<file path="config.mk">
export PLATFORM = sky130hd
export DESIGN_NAME = asu_core
export DESIGN_NICKNAME = d
export VERILOG_FILES = /design/src/rtl/asu_pkg.sv /design/src/rtl/asu_core.sv
export SDC_FILE = /design/constraint.sdc
export NUM_CORES = 1
export LEC_CHECK = 0
export BUFFER_PORTS_ARGS = -buffer_cell sky130_fd_sc_hd__buf_4
export CELL_PAD_IN_SITES_DETAIL_PLACEMENT = 1
export CELL_PAD_IN_SITES_GLOBAL_PLACEMENT = 1
export CORE_ASPECT_RATIO = 0.75
export CORE_MARGIN = 2
export CORE_UTILIZATION = 50
export CTS_CLUSTER_SIZE = 25
export DETAILED_ROUTE_END_ITERATION = 12
export PLACE_DENSITY = 0.87
export SLEW_MARGIN = 20
export SYNTH_ARGS = -nofsm -noshare
export SYNTH_HDL_FRONTEND = slang
export SYNTH_SLANG_ARGS = --single-unit
</file>
<file path="constraint.sdc">
create_clock -name core_clk -period 6.2 [get_ports core_clk]
set_input_delay 0.31 -clock core_clk [delete_from_list [all_inputs] [get_ports core_clk]]
set_output_delay 0.31 -clock core_clk [all_outputs]
set_load 0.01 [all_outputs]
</file>
<file path="src/rtl/asu_pkg.sv">
package asu_pkg;
  // Register map, byte offsets on the plain port
  localparam logic [7:0] ASU_STATUS_ADDR = 8'h25; // Read side
  localparam logic [7:0] ASU_CTRL_ADDR   = 8'h25; // Write side
  localparam logic [7:0] ASU_TMATCH_ADDR = 8'h26;
  localparam logic [7:0] ASU_BUF_ADDR    = 8'h27;
  // Control bits of serial_control_one
  localparam int ASU_TXE  = 7;
  localparam int ASU_RXE  = 6;
  localparam int ASU_STOP = 5;
  localparam int ASU_EVEN = 4;
  localparam int ASU_PE   = 3;
  localparam int ASU_BRG  = 0;
  // Status bits of uart_flags_status
  localparam int ASU_PARITY_ERROR_FLAG = 7;
  localparam int ASU_FRAMING_ERROR_FLAG = 6;
  localparam int ASU_OVERRUN_FLAG = 5;
  localparam int ASU_RX_FULL_FLAG = 4;
  localparam int ASU_TX_DONE_FLAG = 3;
  localparam int ASU_TX_EMPTY_FLAG = 2;
  // Reset values
  localparam logic [7:0] ASU_CTRL_RST   = 8'h00;
  localparam logic [7:0] ASU_TMATCH_RST = 8'h01;
  localparam logic [7:0] ASU_BUF_RST    = 8'h00;
  // Transfer clock dividers
  localparam logic [11:0] ASU_DIV_BASE  = 12'h00D;
  localparam logic [2:0]  ASU_BRG_TIMER = 3'h6;
  localparam logic [2:0]  ASU_BRG_LAST  = 3'h5;
  // Sample tick positions within one bit
  localparam logic [3:0] ASU_TICK_S0   = 4'h7;
  localparam logic [3:0] ASU_TICK_S1   = 4'h8;
  localparam logic [3:0] ASU_TICK_S2   = 4'h9;
  localparam logic [3:0] ASU_TICK_LAST = 4'hF;
  // Frame bit counts
  localparam logic [3:0] ASU_FRAME_MIN = 4'hA;
  localparam logic [3:0] ASU_RX_STOP   = 4'h9;

  typedef enum logic {ASU_TX_IDLE, ASU_TX_SEND} asu_tx_e;
  typedef enum logic {ASU_RX_IDLE, ASU_RX_BUSY} asu_rx_e;

  function automatic logic asu_parity(input logic [7:0] d,
                                      input logic       even);
    return (^d) ^ ~even;
  endfunction
endpackage

</file>
<file path="src/rtl/asu_core.sv">
`timescale 1ns/1ps
// Operation
// - Frame is low start bit, data, optional parity, high stop bits.
// - Transmitter sends one or two stop bits per stop length select.
// - Parity add bit enables parity; parity type bit picks even or odd.
// - Baud select codes 0 to 5 divide system clock, each halving rate.
// - Code 110 uses source clock over timer match value, sixteen ticks a bit.
// - Idle receiver samples input each tick; low level begins start bit.
// - Each received bit sampled at ticks 7, 8, 9; majority wins.
// - Buffer write after status read clears empty flag and starts sending.
// - Shift start sets transmit empty flag and pulses transmit request.
// - Serial output stays high before first byte, and while disabled once the current frame ends.
// - Buffer write without prior status read is ignored entirely.
// - After stop bit, data goes to holding buffer, full flag, request.
// - Frame arriving while buffer unread sets overrun, data discarded.
// - Receiver ignores new frames until overrun flag is cleared.
// - Parity mismatch between data and parity bit sets parity error.
// - Stop bit sampled low sets framing error flag.
// - Receive flags clear only on buffer read after status read.
// - Overrun set after the status read survives the buffer read.
// - Transmit end sets when frame done and buffer empty; new send clears.
// - Receive disable takes effect only once current reception ends.
// - One baud setting and one parity setting serve both directions.
module asu_core (
  input  wire logic       core_clk,
  input  wire logic       rst_n,
  input  wire logic [7:0] addr,
  input  wire logic [7:0] wdata,
  input  wire logic       wr_stb,
  input  wire logic       rd_stb,
  output logic      [7:0] rdata,
  input  wire logic       rxd,
  output logic            txd,
  output logic            tx_irq,
  output logic            rx_irq
);
  import asu_pkg::*;

  ////////////////////////////////////////////////////////////////////////
  logic [7:0]  ctrl;
  logic [7:0]  tmatch;
  logic        rd_armed;
  logic        overrun_flag_seen;
  logic [11:0] div_cnt;
  logic        tick;
  logic        rxd_meta;
  logic        rxd_s;
  // Transmit side
  asu_tx_e     tx_state;
  logic [7:0]  tx_hold;
  logic        tx_pending;
  logic        tx_empty;
  logic        tx_done;
  logic [11:0] tx_frame;
  logic [3:0]  tx_left;
  logic [3:0]  tx_tick;
  // Receive side
  asu_rx_e     rx_state;
  logic [3:0]  rx_tick;
  logic [3:0]  rx_bit;
  logic [2:0]  rx_votes;
  logic [7:0]  rx_data;
  logic        rx_par;
  logic [7:0]  rx_buf;
  logic        rx_full;
  logic        parity_error_flag;
  logic        framing_error_flag;
  logic        overrun_flag;

  ////////////////////////////////////////////////////////////////////////
  // Bus decode
  wire sts_rd   = rd_stb && (addr == ASU_STATUS_ADDR);
  wire buf_rd   = rd_stb && (addr == ASU_BUF_ADDR);
  wire ctrl_wr  = wr_stb && (addr == ASU_CTRL_ADDR);
  wire tm_wr    = wr_stb && (addr == ASU_TMATCH_ADDR);
  wire buf_wr   = wr_stb && (addr == ASU_BUF_ADDR);
  wire tx_accept = buf_wr && rd_armed;
  wire rx_clear  = buf_rd && rd_armed;
  wire [7:0] status = {parity_error_flag, framing_error_flag, overrun_flag, rx_full, tx_done, tx_empty, 2'b00};
  wire [7:0] rd_mux = sts_rd ? status :
                      buf_rd ? rx_buf :
                      (rd_stb && addr == ASU_TMATCH_ADDR) ? tmatch : 8'h00;

  always_ff @(posedge core_clk) begin
    if (!rst_n) begin
      ctrl      <= ASU_CTRL_RST;
      tmatch    <= ASU_TMATCH_RST;
      rdata     <= 8'h00;
      rd_armed  <= 1'b0;
      overrun_flag_seen <= 1'b0;
    end else begin
      if (ctrl_wr) ctrl <= wdata;
      if (tm_wr) tmatch <= wdata;
      rdata <= rd_mux;
      if (sts_rd) begin
        rd_armed  <= 1'b1;
        overrun_flag_seen <= overrun_flag;
      end else if (buf_rd || buf_wr) begin
        rd_armed <= 1'b0;
      end
    end
  end

  ////////////////////////////////////////////////////////////////////////
  // Shared transfer clock, sixteen ticks per bit
  wire [2:0]  baud_select_field = ctrl[ASU_BRG +: 3];
  wire [11:0] tm_div = (tmatch == 8'h00) ? 12'h001 : {4'h0, tmatch};
  wire [11:0] div_lim = (baud_select_field == ASU_BRG_TIMER) ? tm_div :
                        (ASU_DIV_BASE << baud_select_field);
  wire div_run = (baud_select_field <= ASU_BRG_LAST) || (baud_select_field == ASU_BRG_TIMER);
  wire div_end = div_cnt >= (div_lim - 12'h001);

  always_ff @(posedge core_clk) begin
    if (!rst_n) begin
      div_cnt <= 12'h000;
      tick    <= 1'b0;
    end else begin
      div_cnt <= (div_end || !div_run) ? 12'h000 : div_cnt + 12'h001;
      tick    <= div_end && div_run;
    end
  end

  ////////////////////////////////////////////////////////////////////////
  // Transmitter
  wire tx_par   = asu_parity(tx_hold, ctrl[ASU_EVEN]);
  wire tx_start = (tx_state == ASU_TX_IDLE) && tx_pending && ctrl[ASU_TXE];
  wire tx_bit_end = tick && (tx_tick == ASU_TICK_LAST);
  wire tx_end   = (tx_state == ASU_TX_SEND) && tx_bit_end &&
                  (tx_left == 4'h1);
  wire [11:0] next_frame = ctrl[ASU_PE] ?
                           {2'b11, tx_par, tx_hold, 1'b0} :
                           {3'b111, tx_hold, 1'b0};
  wire [3:0] next_left = ASU_FRAME_MIN + {3'b000, ctrl[ASU_PE]} +
                         {3'b000, ctrl[ASU_STOP]};

  always_ff @(posedge core_clk) begin
    if (!rst_n) begin
      tx_state   <= ASU_TX_IDLE;
      tx_hold    <= ASU_BUF_RST;
      tx_pending <= 1'b0;
      tx_empty   <= 1'b1;
      tx_done    <= 1'b1;
      tx_frame   <= 12'hFFF;
      tx_left    <= 4'h0;
      tx_tick    <= 4'h0;
      txd        <= 1'b1;
      tx_irq     <= 1'b0;
    end else begin
      tx_irq <= tx_start;
      if (tx_accept) tx_hold <= wdata;
      tx_pending <= tx_accept || (tx_pending && !tx_start);
      if (tx_accept) tx_empty <= 1'b0;
      else if (tx_start) tx_empty <= 1'b1;
      if (tx_start) tx_done <= 1'b0;
      else if (tx_end && !tx_pending) tx_done <= 1'b1;
      unique case (tx_state)
        ASU_TX_IDLE: begin
          txd <= 1'b1;
          if (tx_start) begin
            tx_state <= ASU_TX_SEND;
            tx_frame <= next_frame;
            tx_left  <= next_left;
            tx_tick  <= 4'h0;
            txd      <= 1'b0;
          end
        end
        ASU_TX_SEND: begin
          if (tick) tx_tick <= tx_tick + 4'h1;
          if (tx_bit_end) begin
            tx_frame <= {1'b1, tx_frame[11:1]};
            tx_left  <= tx_left - 4'h1;
            txd      <= tx_frame[1];
            if (tx_end) begin
              tx_state <= ASU_TX_IDLE;
              txd      <= 1'b1;
            end
          end
        end
      endcase
    end
  end

  ////////////////////////////////////////////////////////////////////////
  // Receiver; the first sync stage feeds only the second
  wire rx_vote = (rx_votes[0] & rx_votes[1]) | (rx_votes[0] & rx_votes[2]) |
                 (rx_votes[1] & rx_votes[2]);
  wire [3:0] rx_last = ASU_RX_STOP + {3'b000, ctrl[ASU_PE]};
  wire rx_bit_end = (rx_state == ASU_RX_BUSY) && tick &&
                    (rx_tick == ASU_TICK_LAST);
  wire rx_false = rx_bit_end && (rx_bit == 4'h0) && rx_vote;
  wire rx_finish = rx_bit_end && (rx_bit == rx_last);
  wire rx_go = (rx_state == ASU_RX_IDLE) && tick && !rxd_s &&
               ctrl[ASU_RXE] && !overrun_flag;
  wire rx_load = rx_finish && !rx_full;
  wire rx_ovr  = rx_finish && rx_full;
  wire par_bad = ctrl[ASU_PE] &&
                 (asu_parity(rx_data, ctrl[ASU_EVEN]) != rx_par);

  always_ff @(posedge core_clk) begin
    if (!rst_n) begin
      rxd_meta <= 1'b1;
      rxd_s    <= 1'b1;
      rx_state <= ASU_RX_IDLE;
      rx_tick  <= 4'h0;
      rx_bit   <= 4'h0;
      rx_votes <= 3'b111;
      rx_data  <= 8'h00;
      rx_par   <= 1'b0;
    end else begin
      rxd_meta <= rxd;
      rxd_s    <= rxd_meta;
      unique case (rx_state)
        ASU_RX_IDLE: begin
          if (rx_go) begin
            rx_state <= ASU_RX_BUSY;
            rx_tick  <= 4'h1;
            rx_bit   <= 4'h0;
          end
        end
        ASU_RX_BUSY: begin
          if (tick) begin
            rx_tick <= rx_tick + 4'h1;
            if (rx_tick == ASU_TICK_S0) rx_votes[0] <= rxd_s;
            if (rx_tick == ASU_TICK_S1) rx_votes[1] <= rxd_s;
            if (rx_tick == ASU_TICK_S2) rx_votes[2] <= rxd_s;
          end
          if (rx_bit_end) begin
            rx_bit <= rx_bit + 4'h1;
            if (rx_bit >= 4'h1 && rx_bit <= 4'h8)
              rx_data <= {rx_vote, rx_data[7:1]};
            if (rx_bit == ASU_RX_STOP && ctrl[ASU_PE]) rx_par <= rx_vote;
            if (rx_false || rx_finish) rx_state <= ASU_RX_IDLE;
          end
        end
      endcase
    end
  end

  // Flags: hardware set wins over a same-cycle software clear
  always_ff @(posedge core_clk) begin
    if (!rst_n) begin
      rx_buf  <= ASU_BUF_RST;
      rx_full <= 1'b0;
      parity_error_flag    <= 1'b0;
      framing_error_flag    <= 1'b0;
      overrun_flag    <= 1'b0;
      rx_irq  <= 1'b0;
    end else begin
      rx_irq <= rx_load;
      if (rx_load) rx_buf <= rx_data;
      rx_full <= rx_load || (rx_full && !rx_clear);
      parity_error_flag <= (rx_finish && par_bad) || (parity_error_flag && !rx_clear);
      framing_error_flag <= (rx_finish && !rx_vote) || (framing_error_flag && !rx_clear);
      overrun_flag <= rx_ovr || (overrun_flag && !(rx_clear && overrun_flag_seen));
    end
  end
endmodule // asu_core

</file>
# --- Yosys cells after proc, flatten, opt, wreduce, memory -nomap -nowiden ---
# Index checks and enable logic that the tools add are counted.
op_classes:
  n_addsub: 9
  n_lt_le_gt_ge: 4
  n_eq_ne: 19
  n_shift: 1
  mux: 39
  bitwise_logic: 11
  reduce_logical: 73
ops:
  columns: ["cell", "n"]
  rows:
  - ["logical AND 1 bit", 37]
  - ["two-way mux 12 bit", 3]
  - ["two-way mux 4 bit", 8]
  - ["two-way mux 8 bit", 4]
  - ["case mux 4 bit (2 select lines)", 4]
  - ["equality test 8 x 6 -> 1 bit (second input constant)", 3]
  - ["case mux 12 bit (2 select lines)", 1]
  - ["equality test 4 bit (second input constant)", 5]
  - ["parity 8 bit", 2]
  - ["two-way mux 1 bit", 15]
  - ["AND reduction 3 bit", 5]
  - ["adder 12 x 1 -> 12 bit (second input constant)", 1]
  - ["adder 4 x 1 -> 4 bit (second input constant)", 3]
  - ["greater-or-equal comparator 12 bit", 1]
  - ["<< shifter 4 x 3 -> 12 bit (first input constant)", 1]
  - ["subtractor 12 x 1 -> 12 bit (second input constant)", 1]
  - ["two-way mux 10 bit", 1]
  - ["logical NOT 1 bit", 9]
  - ["logical OR 1 bit", 9]
  - ["adder 4 x 1 -> 4 bit (first input constant)", 2]
  - ["logical NOT 8 bit", 1]
  - ["!= test 2 bit (second input constant)", 4]
  - ["AND reduction 2 bit", 4]
  - ["case mux 1 bit (2 select lines)", 3]
  - ["other kinds (18)", 29]
word_totals:
  reg_bits: 109
  input_bits: 21
  out_inout_bits: 11
  elab_cells: 190

# --- Depth between registers and ports, before layout ---
# Gate-level depths: netlist (run 1).
depth:
  depth_word: 8
  ltp_mapped: 17
  ltp_nobuf: 13

# --- Worst setup path before layout (run 1) ---
# No wires, ideal clock.
synth_timing:
  path_kind: "register to register"
  startpoint: "reg ctrl[0]"
  endpoint: "reg div_cnt[10]"
  arrival_ns: 3.410
  required_ns: 6.079
  slack_ns: 2.670
  stages_incl_launch_ff: 16
  n_path_buf: 3
  cell_sequence: "dfxtp_1 -> inv_1 -> ha_1 -> buf_6 -> mux2i_4 -> a21oi_2 -> nor4b_4 -> and4_1 -> buf_6 -> mux2_4 -> ha_1 -> nand3_1 -> or4_1 -> o21bai_1 -> buf_2 -> nor3_1"
synth_via:
  elab_chain_len: 6
synth_lines:
  columns: ["element", "line", "text"]
  rows:
  - ["start: declaration", "asu_core.sv:40", "logic [7:0] ctrl;"]
  - ["start signal: assignment", "asu_core.sv:92", "if (ctrl_wr) ctrl <= wdata;"]
  - ["<< shifter 4 x 3 -> 12 bit / equality test 3 bit (equally long branches)", "asu_core.sv:109, asu_core.sv:108, asu_core.sv:110", null]
  - ["two-way mux 12 bit", "asu_core.sv:108", "wire [11:0] div_lim = (baud_select_field == ASU_BRG_TIMER) ? tm_div :"]
  - ["subtractor 12 x 1 -> 12 bit", "asu_core.sv:111", "wire div_end = div_cnt >= (div_lim - 12'h001);"]
  - ["greater-or-equal comparator 12 bit", "asu_core.sv:111", null]
  - ["logical OR 1 bit *", "asu_core.sv:118", "div_cnt <= (div_end || !div_run) ? 12'h000 : div_cnt + 12'h001;"]
  - ["OR reduction 2 bit (no line) *", null, null]
  - ["end signal: assignment", "asu_core.sv:118", null]
  - ["end: declaration", "asu_core.sv:44", "logic [11:0] div_cnt;"]
# Mark *: on every way between the ends. The rest lies on a longest branch, timed or not.
# A chain may end at the register's enable or synchronous reset.

# --- Worst setup path after layout (run 1) ---
layout_timing:
  startpoint: "reg ctrl[1]"
  endpoint: "reg div_cnt[4]"
# Same word-level chain as after synthesis.

==> metrics.txt, run 1 <==
post_cts resized 0; drt pass-1 iters 4; drc violations 0; leak pwr 2.383 nW; # rows 32; clk slew on worst S/H paths 0.07 ns; Inserted Diodes 0; commonest non-fill, non-tap cell in the layout dfxtp_1; PortBufs 31; I/O pin cnt 32; via count 4320; number of vias per cell 5.799; Setup Total Neg Slack 0 ns; worst vdd ir 140.3 µV; fin crit period 4.716 ns; Hold WC Path Type in -> reg; Worst setup EP type flip-flop; Die H 93.01 µm; first-pass GRT wire length 22850 µm; Synth Cell Area 5281 µm²; Hold Vio Cnt, Final 0; initial antenna violation count 0; max frequency 0.2121 GHz; Num CTS Buffers 9; Layout area overhead 10.71%; RSZ-0062 raised after global routing false; post-synthesis cell count 586; DRT iter0 DRCs 276; Netlist cell types 52; fin crit share 76.06%; Die X 122.7 µm; vias in the first global route 4557; CP arrival 4.91 ns; most frequent cells in the layout dfxtp_1 (106), nor2_1 (73), mux2i_1 (57), nand2_1 (54), buf_4 (33); total grt overflow 0; fraction of layout cells with a size suffix above 1 10.02%; Layout Utilization 56.82%; Layout Skew 0.007500 ns; Crit path required time 6.39 ns; final wirelength 13700 µm; Pins Over Slew Limit 0; max_slew headroom 40.48%; final hold slack 0.1582 ns; PwrDens 216.9 nW/µm²; Crit Path Class reg -> reg; Worst-Skew Late Latency 0.35 ns; antenna viol nets, final 0; Worst Setup Start Kind flip-flop; prevailing post-synth register cell dfxtp_1; crit path max fanout 14; WL/cell 18.39 µm; Seq/Total Area, Yosys 40.18%; worst slew pin tran 0.8909 ns; total track usage 25.67%; Net Count, Synth 636; CTS root buffer clkbuf_16; CTS sink count 106; Hold Buf Count CTS 0; Core Area 10290 µm²; final setup violating endpoints 0; initial core utilization 51.33%; syn avg cell area 9.012 µm²; max cap viols 0; Nets 654; # H-tree levels 3; clock buffer depth 2; Post-CTS Setup Bufs 0; Ys Warns 0; DPL Wire Length 9765 µm; TritonCTS clock tree done; Async SR Flop Fraction 0%; die area 11410 µm²; gpl congestion 0.8143; number of synthesized flops with an enable pin 0; status finished clean; pin count of the biggest net entering global routing 57; Yosys reg bits 106
-- Yosys cell counts, types with 2 or more instances --
cell type    n  share of area, %
nor2b_1      6              0.71
nor4_1       3              0.36
a21oi_1     19               1.8
nand3_1     24               2.3
o2111a_1     2              0.43
and2_1       4              0.47
nand2b_1    12               1.4
mux2_2       6               1.3
a22oi_1      8               1.1
nor3_1      17               1.6
nor4b_1      2              0.33
a21o_1       5              0.71
o21a_1       3              0.43
buf_2        7              0.66
a31oi_1      6              0.71
buf_1        2              0.14
nand4_1     11               1.3
and3_1       3              0.36
clkbuf_1    14               1.0
nor3b_1      2              0.28
nand2_1     54               3.8
buf_6        2              0.43
xnor2_1     22               3.6
mux2i_1     57                11
o22ai_1      2              0.24
and4_1       2              0.33
o21ai_0     30               2.8
xor2_1      19               3.2
dfxtp_1    106                40
inv_1       14               1.0
ha_1        29               6.9
nor2_1      73               5.2
-- area by class of cell --
cell class | instances | area [µm²]
Clock buffer | 11 | 232.7
Sequential cell | 106 | 2122
Timing Repair Buffer | 33 | 247.7
Clock inverter | 5 | 40.04
Tap cell | 136 | 170.2
Fill cell | 1197 | 4443
Inverter | 15 | 56.30
Multi-Input combinational cell | 439 | 2978
-- cell families (layout without fill, tap and decap cells) --
kind of cell | Yosys count | count (layout) | synth area share, %
and+or+nand+nor | 221 | 221 | 20.14
DFF | 106 | 106 | 40.18
AOI/OAI and AO/OA | 83 | 83 | 9.785
muxes | 65 | 65 | 12.79
xor gates and xnor gates | 41 | 41 | 6.799
buffers and inverters | 41 | 64 | 3.435
adders and majority gates | 29 | 29 | 6.870
-- stage by stage --
| stage | setup slack (ns) | power (mW) | instance area [µm²] | instances |
|---|---|---|---|---|
| floorplan | 2.670 | 0.7224 | 5281 | 586 |
| global placement | 1.887 | 0.7409 | 5574 | 729 |
| detailed placement | 1.602 | 0.7431 | 5574 | 729 |
| CTS | 1.514 | 1.275 | 5847 | 745 |
| global route | 1.167 | 1.307 | 5847 | 745 |
| finish | 1.484 | 1.268 | 5847 | 745 |
-- worst paths after layout --
check | startpoint | slack [ns] | depth (start not counted) | end
setup reg to reg | ctrl[1]$_SDFFE_PN0P_ | 1.48 | 11 | div_cnt[4]$_SDFF_PP0_
setup / recovery | ctrl[1]$_SDFFE_PN0P_ | 1.48 | 11 | div_cnt[4]$_SDFF_PP0_
hold reg to reg | rxd_meta$_SDFF_PN1_ | 0.41 | 1 | rxd_s$_SDFF_PN1_
hold / removal | rxd | 0.16 | 2 | rxd_meta$_SDFF_PN1_
-- per-layer routing --
layer	wire length, µm	up-vias	track usage (%)
li1	-	2067	-
met1	6214	2165	32.12
met2	6810	70	44.34
met3	490	18	5.000
met4	187	0	8.238
met5	0	-	0
-- power by group --
part | switching (mW) | internal [mW] | total (mW)
clock | 0.265 | 0.275 | 0.541
combinational | 0.0261 | 0.0160 | 0.0421
sequential | 0.00283 | 0.683 | 0.685
total | 0.294 | 0.974 | 1.27
-- critical path, stage by stage, from the launching register on --
cell and delay (ns):
dfxtp_1 0.54, ha_1 0.61, mux2i_4 0.33, a21oi_2 0.11
nor4b_4 0.41, and4_1 0.39, mux2_4 0.33, ha_1 0.30
nand3_1 0.13, or4_1 0.57, o21bai_1 0.72, nor3_1 0.12
-- registers in the layout, summed over array words and instances (netlist names), 3 cells and up --
signal / cells
ctrl: 8
div_cnt: 12
rdata: 8
rx_bit: 4
rx_buf: 8
rx_data: 8
rx_tick: 4
rx_votes: 3
tmatch: 8
tx_frame: 9
tx_hold: 8
tx_left: 4
tx_tick: 4
No activity file was read; power rests on OpenSTA's default activity.
==> inputs of run 2 (changes only) <==
--- a/config.mk
+++ b/config.mk
@@ -10,10 +10,10 @@
 export CELL_PAD_IN_SITES_GLOBAL_PLACEMENT = 1
 export CORE_ASPECT_RATIO = 0.75
 export CORE_MARGIN = 2
-export CORE_UTILIZATION = 50
+export CORE_UTILIZATION = 47
 export CTS_CLUSTER_SIZE = 25
 export DETAILED_ROUTE_END_ITERATION = 12
-export PLACE_DENSITY = 0.87
+export PLACE_DENSITY = 0.83
 export SLEW_MARGIN = 20
 export SYNTH_ARGS = -nofsm -noshare
 export SYNTH_HDL_FRONTEND = slang
==> constraint.sdc (replaced) <==
create_clock -name core_clk -period 4.7 [get_ports core_clk]
set_input_delay 0.235 -clock core_clk [delete_from_list [all_inputs] [get_ports core_clk]]
set_output_delay 0.235 -clock core_clk [all_outputs]
set_load 0.01 [all_outputs]
==> metrics.txt, run 2 (same netlist as run 1, synthesis figures left out) <==
status finished clean; Post-CTS Setup Bufs 0; gpl congestion 0.8754; max frequency 0.2381 GHz; Largest Register div_cnt; antenna viol nets, final 0; max_slew headroom 48.07%; M1 wire length 6487 µm; total grt overflow 0; final hold slack 0.06628 ns; post_cts resized 0; DRT iter0 DRCs 249; most frequent cells in the layout dfxtp_1 (106), nor2_1 (73), mux2i_1 (57), nand2_1 (54), buf_4 (34); Pins Over Slew Limit 0; first-pass GRT wire length 22270 µm; Setup Total Neg Slack 0 ns; total track usage 23.20%; number of vias per cell 5.537; Hold WC Path Type in -> reg; via count 4153; Final Non-Filler Cells 750; initial antenna violation count 0; PwrDens 308.4 nW/µm²; Layout area overhead 12.25%; Worst setup EP type flip-flop; Met3 Wirelength 414 µm; initial core utilization 48.27%; DPL Wire Length 9636 µm; drc violations 0; Worst Min Path Start rxd; crit path max fanout 14; clk slew on worst S/H paths 0.07 ns; met2 WL post-DR 6525 µm; Num CTS Buffers 9; leak pwr 2.433 nW; max reg flops 12; PortBufs 31; Hold Buf Count CTS 0; TritonCTS clock tree done; die area 12110 µm²; Largest regs div_cnt x12, tx_frame x9; dpl ws 0.5797 ns; CTS sink count 106; pin count of the biggest net entering global routing 57; worst r2r src ctrl[1]$_SDFFE_PN0P_; final setup violating endpoints 0; Die H 95.80 µm; Layout Skew 0.008432 ns; worst vdd ir 182.0 µV; Nets 655; Worst-Skew Late Latency 0.35 ns; # H-tree levels 3; RSZ-0062 raised after global routing false; Crit Path Class reg -> reg; worst slew pin tran 0.7778 ns; Placed Instances 734; max cap viols 0; CP arrival 4.41 ns; commonest non-fill, non-tap cell in the layout dfxtp_1; Worst Setup Start Kind flip-flop; Crit path required time 4.91 ns; final wirelength 13550 µm; fin crit period 4.200 ns; Top Metal Used met4; Core Area 10940 µm²; Worst Setup SP ctrl[1]$_SDFFE_PN0P_; final worst slack 0.5004 ns; fraction of layout cells with a size suffix above 1 10.33%; Inserted Diodes 0; CTS root buffer clkbuf_16; I/O pin cnt 32; # rows 33; WL/cell 18.07 µm; fin crit share 89.35%; Die X 126.4 µm; drt pass-1 iters 4; vias in the first global route 4348; Hold Vio Cnt, Final 0; FF-to-FF setup slack 0.50 ns; clock buffer depth 2
run 2: worst max-delay path: stages (launching register included):
cell,delay (ns)
dfxtp_1,0.54
ha_1,0.60
mux2i_4,0.33
a21oi_2,0.12
nor4b_4,0.40
and4_1,0.36
mux2_4,0.33
ha_1,0.29
nand3_1,0.10
or4_1,0.56
o21bai_1,0.15
buf_4,0.20
nor3_1,0.07
run 2: cell type report:
class	instances	area [µm²]
Multi-Input combinational cell	439	2978
Clock inverter	6	112.6
Timing Repair Buffer	34	255.2
Tap cell	140	175.2
Sequential cell	106	2122
Inverter	15	56.30
Fill cell	1272	5014
Clock buffer	10	229.0
run 2: metrics by stage:
stage | utilization, % | power [mW] | area (µm²)
floorplan | - | 0.9530 | 5281
global placement | 51.06 | 0.9777 | 5587
detailed placement | 51.06 | 0.9798 | 5587
CTS | 54.18 | 1.840 | 5928
global route | 54.18 | 1.881 | 5928
finish | 54.18 | 1.828 | 5928
run 2: where the power goes:
group	total, mW	internal (mW)	leakage [nW]	switching, mW
Sequential	0.904	0.900	0.855	0.00389
Combinational	0.0553	0.0212	1.41	0.0341
Clock	0.868	0.524	0.167	0.344
run 2: path summary, 6_finish.rpt:
kind	to	cells after the start
min reg2reg	rxd_s$_SDFF_PN1_	1
max reg2reg	div_cnt[7]$_SDFF_PP0_	12
min	rxd_meta$_SDFF_PN1_	2
max	div_cnt[7]$_SDFF_PP0_	12
run 2: layer usage:
layer | vias to the layer above | global-route usage, %
li1 | 2065 | -
met1 | 2015 | 30.12
met2 | 63 | 40.15
met3 | 10 | 4.391
met4 | 0 | 5.952
met5 | - | 0
